File: src/verilog/cfc_defines.svh
// Offsets, field positions, reset values and timing counts of the config block.
`ifndef CFC_DEFINES_SVH
`define CFC_DEFINES_SVH
`define CFC_CFG_IDX 7
`define CFC_CFG_ADDR 8'h1c
`define CFC_CFG_RST 8'h00
`define CFC_DLY_MSB 7
`define CFC_DLY_LSB 5
`define CFC_FLT_MSB 4
`define CFC_FLT_LSB 0
`define CFC_MOD_DIV 12'h002
`endif

File: src/verilog/cfc_pkg.sv
// Types shared by the conversion and filter configuration block.
package cfc_pkg;
    typedef enum logic [2:0] {
        CFC_WIDEBAND,
        CFC_SINC4,
        CFC_SINC4_SINC1,
        CFC_SINC3,
        CFC_SINC3_SINC1
    } cfc_filt_t;
endpackage

File: src/verilog/cfc_dly_if.sv
// Handshake between the start sequencer and the start-delay counter.
`timescale 1ns/1ps
interface cfc_dly_if;
    logic start;
    logic abort;
    logic [2:0] code;
    logic done;
    modport ctl (output start, output abort, output code, input done);
    modport dly (input start, input abort, input code, output done);
endinterface

File: src/verilog/cfc_start_delay.sv
// Counts the programmed start delay in core clock cycles.
`timescale 1ns/1ps
`include "cfc_defines.svh"
module cfc_start_delay
    import cfc_pkg::*;
(
    input wire logic core_clk,
    input wire logic rst_n,
    cfc_dly_if.dly dly
);
    logic [11:0] cnt_r;
    logic done_r;

    // Delay length in modulator cycles for each field code.
    function automatic logic [11:0] mod_cycles(input logic [2:0] c);
        case (c)
            3'h0: mod_cycles = 12'h000;
            3'h1: mod_cycles = 12'h004;
            3'h2: mod_cycles = 12'h008;
            3'h3: mod_cycles = 12'h010;
            3'h4: mod_cycles = 12'h020;
            3'h5: mod_cycles = 12'h080;
            3'h6: mod_cycles = 12'h200;
            default: mod_cycles = 12'h400;
        endcase
    endfunction

    always_ff @(posedge core_clk or negedge rst_n) begin
        if (!rst_n) begin
            cnt_r <= 12'h000;
            done_r <= 1'b0;
        end else if (dly.abort) begin
            cnt_r <= 12'h000;
            done_r <= 1'b0;
        end else if (dly.start) begin
            cnt_r <= 12'(mod_cycles(dly.code) * `CFC_MOD_DIV);
            done_r <= (mod_cycles(dly.code) == 12'h000);
        end else if (cnt_r != 12'h000) begin
            cnt_r <= cnt_r - 12'h001;
            done_r <= (cnt_r == 12'h001);
        end else begin
            done_r <= 1'b0;
        end
    end

    assign dly.done = done_r;
endmodule

File: src/verilog/cfc_top.sv
// Conversion and filter configuration register with start-delay sequencer.
//
// Contract
// - Register at index 7 exists; all eight bits reset to zero.
// - Bits 7:5 set a delay only before the first conversion after start.
// - Delay counts modulator cycles; modulator clock is converter clock over two.
// - Delay codes 0..7 give 0,4,8,16,32,128,512,1024 modulator cycles.
// - Bits 4:0 select filter mode and oversampling ratio, read/write.
// - Codes 0..7: wideband, ratio 32 doubling up to 4096.
// - Codes 8..18: sinc4 with ratios 12,16,24,32 then doubling to 4096.
// - Code 19: sinc4 ratio 32 then sinc1 ratio 2.
// - Codes 20..27: sinc4 ratio 32 then sinc1 ratio 4 up to 1000.
// - Codes 28,29 sinc3 26667/32000; 30,31 add sinc1 ratio 3 or 5.
//
// The APB interface to the registers was left to the implementer.
`timescale 1ns/1ps
`include "cfc_defines.svh"
module cfc_top
    import cfc_pkg::*;
(
    input wire logic core_clk,
    input wire logic rst_n,
    input wire logic psel,
    input wire logic penable,
    input wire logic pwrite,
    input wire logic [7:0] paddr,
    input wire logic [31:0] pwdata,
    input wire logic [3:0] pstrb,
    output logic [31:0] prdata,
    output logic pready,
    output logic pslverr,
    input wire logic conv_start,
    output logic conv_active,
    output logic conv_first,
    output cfc_filt_t filt_mode,
    output logic [15:0] osr_main,
    output logic [9:0] osr_post
);
    typedef enum logic [1:0] {ST_IDLE, ST_DELAY, ST_RUN} cfc_state_t;

    cfc_state_t state_r;
    logic [7:0] cfg_r;
    logic [7:0] act_r;
    logic [31:0] prdata_r;
    logic start_meta_r, start_sync_r, start_prev_r;
    logic first_r;
    cfc_filt_t mode_r;
    logic [15:0] osr_main_r;
    logic [9:0] osr_post_r;
    logic hit, wr_acc, rd_acc, rise, fall;
    cfc_dly_if dly_bus ();

    function automatic cfc_filt_t mode_of(input logic [4:0] c);
        if (c < 5'h08)
            mode_of = CFC_WIDEBAND;
        else if (c < 5'h13)
            mode_of = CFC_SINC4;
        else if (c < 5'h1c)
            mode_of = CFC_SINC4_SINC1;
        else if (c < 5'h1e)
            mode_of = CFC_SINC3;
        else
            mode_of = CFC_SINC3_SINC1;
    endfunction

    function automatic logic [15:0] main_of(input logic [4:0] c);
        case (c)
            5'h08: main_of = 16'h000c;
            5'h09: main_of = 16'h0010;
            5'h0a: main_of = 16'h0018;
            5'h1c: main_of = 16'h682b;
            5'h1d, 5'h1e, 5'h1f: main_of = 16'h7d00;
            default: begin
                if (c < 5'h08)
                    main_of = 16'h0020 << c[2:0];
                else if (c < 5'h13)
                    main_of = 16'h0020 << 4'(c - 5'h0b);
                else
                    main_of = 16'h0020;
            end
        endcase
    endfunction

    function automatic logic [9:0] post_of(input logic [4:0] c);
        case (c)
            5'h13: post_of = 10'h002;
            5'h14: post_of = 10'h004;
            5'h15: post_of = 10'h00a;
            5'h16: post_of = 10'h014;
            5'h17: post_of = 10'h028;
            5'h18: post_of = 10'h064;
            5'h19: post_of = 10'h0c8;
            5'h1a: post_of = 10'h190;
            5'h1b: post_of = 10'h3e8;
            5'h1e: post_of = 10'h003;
            5'h1f: post_of = 10'h005;
            default: post_of = 10'h000;
        endcase
    endfunction

    assign hit = (paddr == `CFC_CFG_ADDR);
    assign wr_acc = psel && penable && pwrite;
    assign rd_acc = psel && !penable && !pwrite;
    assign pready = 1'b1;
    assign pslverr = psel && penable && !hit;
    assign prdata = prdata_r;

    always_ff @(posedge core_clk or negedge rst_n) begin
        if (!rst_n)
            cfg_r <= `CFC_CFG_RST;
        else if (wr_acc && hit && pstrb[0])
            cfg_r <= pwdata[7:0];
    end

    // Read data is captured in the setup cycle, so the access is zero-wait.
    always_ff @(posedge core_clk or negedge rst_n) begin
        if (!rst_n)
            prdata_r <= 32'h0000_0000;
        else if (rd_acc)
            prdata_r <= hit ? {24'h00_0000, cfg_r} : 32'h0000_0000;
    end

    // Start is a pin; the first stage feeds no logic, the second and third feed the edge detect.
    always_ff @(posedge core_clk or negedge rst_n) begin
        if (!rst_n) begin
            start_meta_r <= 1'b0;
            start_sync_r <= 1'b0;
            start_prev_r <= 1'b0;
        end else begin
            start_meta_r <= conv_start;
            start_sync_r <= start_meta_r;
            start_prev_r <= start_sync_r;
        end
    end

    assign rise = start_sync_r && !start_prev_r && state_r == ST_IDLE;
    assign fall = !start_sync_r;

    assign dly_bus.start = rise;
    assign dly_bus.abort = fall && state_r == ST_DELAY;
    assign dly_bus.code = cfg_r[`CFC_DLY_MSB:`CFC_DLY_LSB];

    cfc_start_delay cfc_start_delay_i (
        .core_clk(core_clk),
        .rst_n(rst_n),
        .dly(dly_bus.dly)
    );

    // Delay only after a new start edge.
    always_ff @(posedge core_clk or negedge rst_n) begin
        if (!rst_n) begin
            state_r <= ST_IDLE;
            first_r <= 1'b0;
        end else begin
            first_r <= 1'b0;
            case (state_r)
                ST_IDLE: if (rise) state_r <= ST_DELAY;
                ST_DELAY: begin
                    if (fall) begin
                        state_r <= ST_IDLE;
                    end else if (dly_bus.done) begin
                        state_r <= ST_RUN;
                        first_r <= 1'b1;
                    end
                end
                ST_RUN: if (fall) state_r <= ST_IDLE;
                default: state_r <= ST_IDLE;
            endcase
        end
    end

    always_ff @(posedge core_clk or negedge rst_n) begin
        if (!rst_n) begin
            act_r <= `CFC_CFG_RST;
            mode_r <= CFC_WIDEBAND;
            osr_main_r <= 16'h0020;
            osr_post_r <= 10'h000;
        end else if (rise) begin
            act_r <= cfg_r;
            mode_r <= mode_of(cfg_r[`CFC_FLT_MSB:`CFC_FLT_LSB]);
            osr_main_r <= main_of(cfg_r[`CFC_FLT_MSB:`CFC_FLT_LSB]);
            osr_post_r <= post_of(cfg_r[`CFC_FLT_MSB:`CFC_FLT_LSB]);
        end
    end

    assign conv_active = (state_r == ST_RUN);
    assign conv_first = first_r;
    assign filt_mode = mode_r;
    assign osr_main = osr_main_r;
    assign osr_post = osr_post_r;

    // Helper logic for the checks below.
    logic seen_r;
    logic [11:0] wait_r;
    logic [4:0] fc;
    logic [11:0] dly_exp;
    assign fc = act_r[`CFC_FLT_MSB:`CFC_FLT_LSB];

    // Expected wait, two core cycles per modulator cycle.
    // Kept apart from the counter's own table so a wrong entry there shows.
    always_comb begin
        case (act_r[`CFC_DLY_MSB:`CFC_DLY_LSB])
            3'h0: dly_exp = 12'h000;
            3'h1: dly_exp = 12'h008;
            3'h2: dly_exp = 12'h010;
            3'h3: dly_exp = 12'h020;
            3'h4: dly_exp = 12'h040;
            3'h5: dly_exp = 12'h100;
            3'h6: dly_exp = 12'h400;
            default: dly_exp = 12'h800;
        endcase
    end

    always_ff @(posedge core_clk or negedge rst_n) begin
        if (!rst_n) begin
            seen_r <= 1'b0;
            wait_r <= 12'h000;
        end else begin
            seen_r <= 1'b1;
            wait_r <= (state_r == ST_DELAY) ? wait_r + 12'h001 : 12'h000;
        end
    end
endmodule

File: config.mk
export PLATFORM = sky130hd
export DESIGN_NAME = cfc_top
export DESIGN_NICKNAME = d
export VERILOG_FILES = /design/src/verilog/cfc_pkg.sv /design/src/verilog/cfc_dly_if.sv /design/src/verilog/cfc_start_delay.sv /design/src/verilog/cfc_top.sv
export VERILOG_INCLUDE_DIRS = /design/src /design/src/verilog
export SDC_FILE = /design/constraint.sdc
export NUM_CORES = 1
export LEC_CHECK = 0
export BUFFER_PORTS_ARGS = -buffer_cell sky130_fd_sc_hd__buf_2
export CAP_MARGIN = 0
export CORE_MARGIN = 10
export CORE_UTILIZATION = 35
export DETAILED_ROUTE_END_ITERATION = 10
export PLACE_DENSITY_LB_ADDON = 0.12
export RECOVER_POWER = 50
export SLEW_MARGIN = 10
export SYNTH_ARGS = -nofsm -noshare
export SYNTH_HDL_FRONTEND = slang
export SYNTH_SLANG_ARGS = --single-unit
export TNS_END_PERCENT = 10
File: constraint.sdc
create_clock -name core_clk -period 2.3 [get_ports core_clk]
set_clock_uncertainty 0.15 [all_clocks]
set_input_delay 0.23 -clock core_clk [delete_from_list [all_inputs] [get_ports core_clk]]
set_output_delay 0.23 -clock core_clk [all_outputs]
set_load 0.03 [all_outputs]
==> flow_summary_export.csv <==
group,metric,value,unit
setup_path,rrSetupSlack,0.16,ns
clocking,cts_max_level,3,
place,place_ws,0.105,ns
floorplanning,die_y,120,um
final_layout,syn_to_final_growth,22.6,%
timing,holdWs,0.209,ns
synthesis,ys.flop_type,"dfrtp_1",
setup_path,cp-end-kind,"flip-flop",
global_routing,gr-usage-all-layers,13.0,%
global_routing,grt_pass1_vias,3045,
power_and_ir_drop,p_clk_share,25.6,%
power_and_ir_drop,power.density,745,nW/um2
clocking,clk_path_buf_depth,2,
timing,fin_ws,0.158,ns
global_routing,grt_pass1_wl,15.5,mm
clocking,cts_tree,"yes",
power_and_ir_drop,switchingPower,0.00109,W
global_routing,grt_max_degree,52,
timing,fin_crit_sh,93.1,%
timing,max_freq,0.467,GHz
run,drv_cap,0,
final_layout,drive_gt1_share,25.9,%
synthesis,ys_ff_latch,63,
setup_path,worst_setup_path_start_kind,"flip-flop",
final_layout,multiInputGateArea,1680,um2
hold_path,hp-class,"reg2reg",
place,dp_hpwl,6.86,mm
floorplanning,dieArea,14300,um2
power_and_ir_drop,p_comb_share,30.9,%
synthesis,synth-seq-area-share,45.5,%
timing,finalHoldViolCount,0,
floorplanning,die_w,120,um
timing,slew_headroom,52.6,%
timing,final_max_slew_viol_count,0,
power_and_ir_drop,p_total,0.00316,W
timing,rsz0062_at_grt,"no",
floorplanning,initial_utilization,35.6,%
timing,setup_viol_count_final,0,
synthesis,syn_inst,349,
timing,max_slew.worst_pin.slew,0.711,ns
floorplanning,core_area,9730,um2
detailed_routing,vias,2882,
clocking,path_clk_slew,0.07,ns
detailed_routing,routed_via_density,4.93,
synthesis,synth_edf_count,0,
synthesis,avgSynthCellArea,9.93,um2
synthesis,async_reset_ff_share,100,%
power_and_ir_drop,vdd_ir_drop_max,0.333,mV
power_and_ir_drop,power_frac_seq,43.5,%
floorplanning,ios,115,
place,port_buffers,62,
global_routing,grt_overflow_total,0,
power_and_ir_drop,swShare,34.6,%
synthesis,ys_types,61,
synthesis,syn_area,3470,um2
setup_path,critPathArrivalTime,2.20,ns
setup_path,crit_type,"reg2reg",
final_layout,num_antenna_cells,0,
global_routing,antenna_found_initial,0,
clocking,cts_buffers,9,
setup_path,crit_fanout,7,
detailed_routing,wl,9.00,mm
detailed_routing,drcViolationCount,0,
place,gp_congestion,0.903,
final_layout,seqCellArea,1580,um2
clocking,clockRootBuffer,"clkbuf_8",
outcome,status,"finished clean",
final_layout,num-fill-cells,998,
detailed_routing,dr.pass1.iters,4,
setup_path,crit_required,2.36,ns
synthesis,synth_warnings,0,
final_layout,final_nets,507,
detailed_routing,drtAntennaViolNets,0,
clocking,cts_sinks,63,
detailed_routing,drtIter0Drc,142,
power_and_ir_drop,leakage,2.00,nW
timing,tns,0,ns
detailed_routing,wl_per_cell,15.4,um
floorplanning,num_rows,36,
clocking,clk_latency,0.34,ns
clocking,postCtsSetupBuffers,0,
power_and_ir_drop,internal_power,0.00207,W
timing,period_minus_slack,2.14,ns
[layout make-up]
| cell class | count | share of cell area, % |
|---|---|---|
| clock buffer | 12 | 3.18 |
| clock inverter | 4 | 0.530 |
| inverter | 10 | 0.884 |
| multi-input combinational | 258 | 39.6 |
| sequential | 63 | 37.1 |
| tap | 133 | 3.92 |
| timing repair buffer | 104 | 14.8 |
[power groups by stage]
stage	combinational [W]	sequential, W	clock (W)
2_1_floorplan	0.000655	0.00142	0
3_3_place_gp	0.000972	0.00139	0
3_5_place_dp	0.000967	0.00140	0
4_1_cts	0.000988	0.00138	0.000848
5_1_grt	0.00109	0.00140	0.000897
6_report	0.000977	0.00138	0.000811
[layout by cell type, fill, tap and decap left out, drive strengths merged, types with 3 or more instances in the layout]
cell,count
o21ai,24
dfrtp,62
nor3,8
clkinv,3
nand3,6
buf,77
nand2,33
xor2,4
inv,10
a21oi,20
a32oi,5
nand4,5
clkbuf,29
a211oi,7
or3,4
nor2,22
o31ai,4
a31oi,4
mux2i,4
nor2b,5
ha,11
nor4,4
a21o,3
and3,3
mux2,10
or4,3
conb,25
a22o,8
nor3b,3
dlygate4sd3,10
nand2b,5
[critical path, stage by stage (launching register included)]
cell,delay [ns]
dfrtp_1,0.41
inv_1,0.09
ha_1,0.16
or2b_2,0.36
or3_4,0.38
o32ai_4,0.38
a211oi_1,0.09
[repair_timing]
| action | in CTS | in global routing |
|---|---|---|
| resized for setup | 0 | 1 |
| hold endpoints to repair | 21 | 0 |
| endpoints found under the setup margin | 0 | 2 |
| hold buffers | 10 | 0 |
[sequential cells by signal, summed over array words and instances (netlist names)]
signal	cells
osr_main	15
start_prev_r	1
cfg_r	8
start_meta_r	1
prdata	8
cfc_start_delay_i.dly.done	1
cfc_start_delay_i.cnt_r	12
state_r	2
conv_first	1
osr_post	10
start_sync_r	1
filt_mode	3
[routing by layer]
metal | wire length (um) | vias up | GRT usage [%]
li1 | - | 1406 | -
met1 | 4010 | 1412 | 16.0
met2 | 4570 | 54 | 21.8
met3 | 302 | 10 | 3.00
met4 | 116 | 0 | 4.75
met5 | 0 | - | 0
[through the flow]
stage	utilization [%]	area [um2]	std cells
3_3_place_gp	41.3	4020	558
3_5_place_dp	41.3	4020	558
4_1_cts	43.9	4280	584
6_report	43.7	4250	584
5_1_grt	43.7	4250	584
2_1_floorplan	-	3550	372
[cells in the mapped netlist (4+ instances only)]
library cell	count	area share [%]
dfrtp_1	62	45
nand2_1	33	3.6
buf_4	26	5.6
o21ai_0	24	3.5
nor2_1	21	2.3
a21oi_1	20	2.9
ha_1	11	4.0
inv_1	10	1.1
mux2_2	10	3.2
clkbuf_1	9	0.97
a22o_1	8	2.0
a211oi_1	6	1.3
nand3_1	6	0.87
nor3_1	6	0.87
a32oi_1	5	1.3
nand2b_1	5	0.90
nand4_1	5	0.90
nor2b_1	5	0.90
a31oi_1	4	0.72
mux2i_1	4	1.2
nor4_1	4	0.72
o31ai_1	4	0.87
xor2_1	4	1.0
[cells by family after synthesis]
family,Yosys count,share of synthesized area (%)
muxes,14,4.40
adders and majority gates,11,3.97
and+or+nand+nor,112,17.5
DFF,63,45.5
xor gates and xnor gates,5,1.26
AOI/OAI and AO/OA,91,18.4
other,2,0.217
buffers and inverters,51,8.70
[path summary, 6_finish.rpt]
check | startpoint | endpoint | depth (start not counted)
setup / recovery | cfc_start_delay_i.cnt_r[1]$_DFFE_PN0P_ | cfc_start_delay_i.cnt_r[11]$_DFFE_PN0P_ | 6
hold / removal | start_meta_r$_DFF_PN0_ | start_sync_r$_DFF_PN0_ | 0
setup reg to reg | cfc_start_delay_i.cnt_r[1]$_DFFE_PN0P_ | cfc_start_delay_i.cnt_r[11]$_DFFE_PN0P_ | 6
hold reg to reg | start_meta_r$_DFF_PN0_ | start_sync_r$_DFF_PN0_ | 0
max in group asynchronous | rst_n | osr_post[2]$_DFFE_PN0P_ | 3
min in group asynchronous | rst_n | cfc_start_delay_i.cnt_r[5]$_DFFE_PN0P_ | 2
Power figures use the tool's default switching activity.
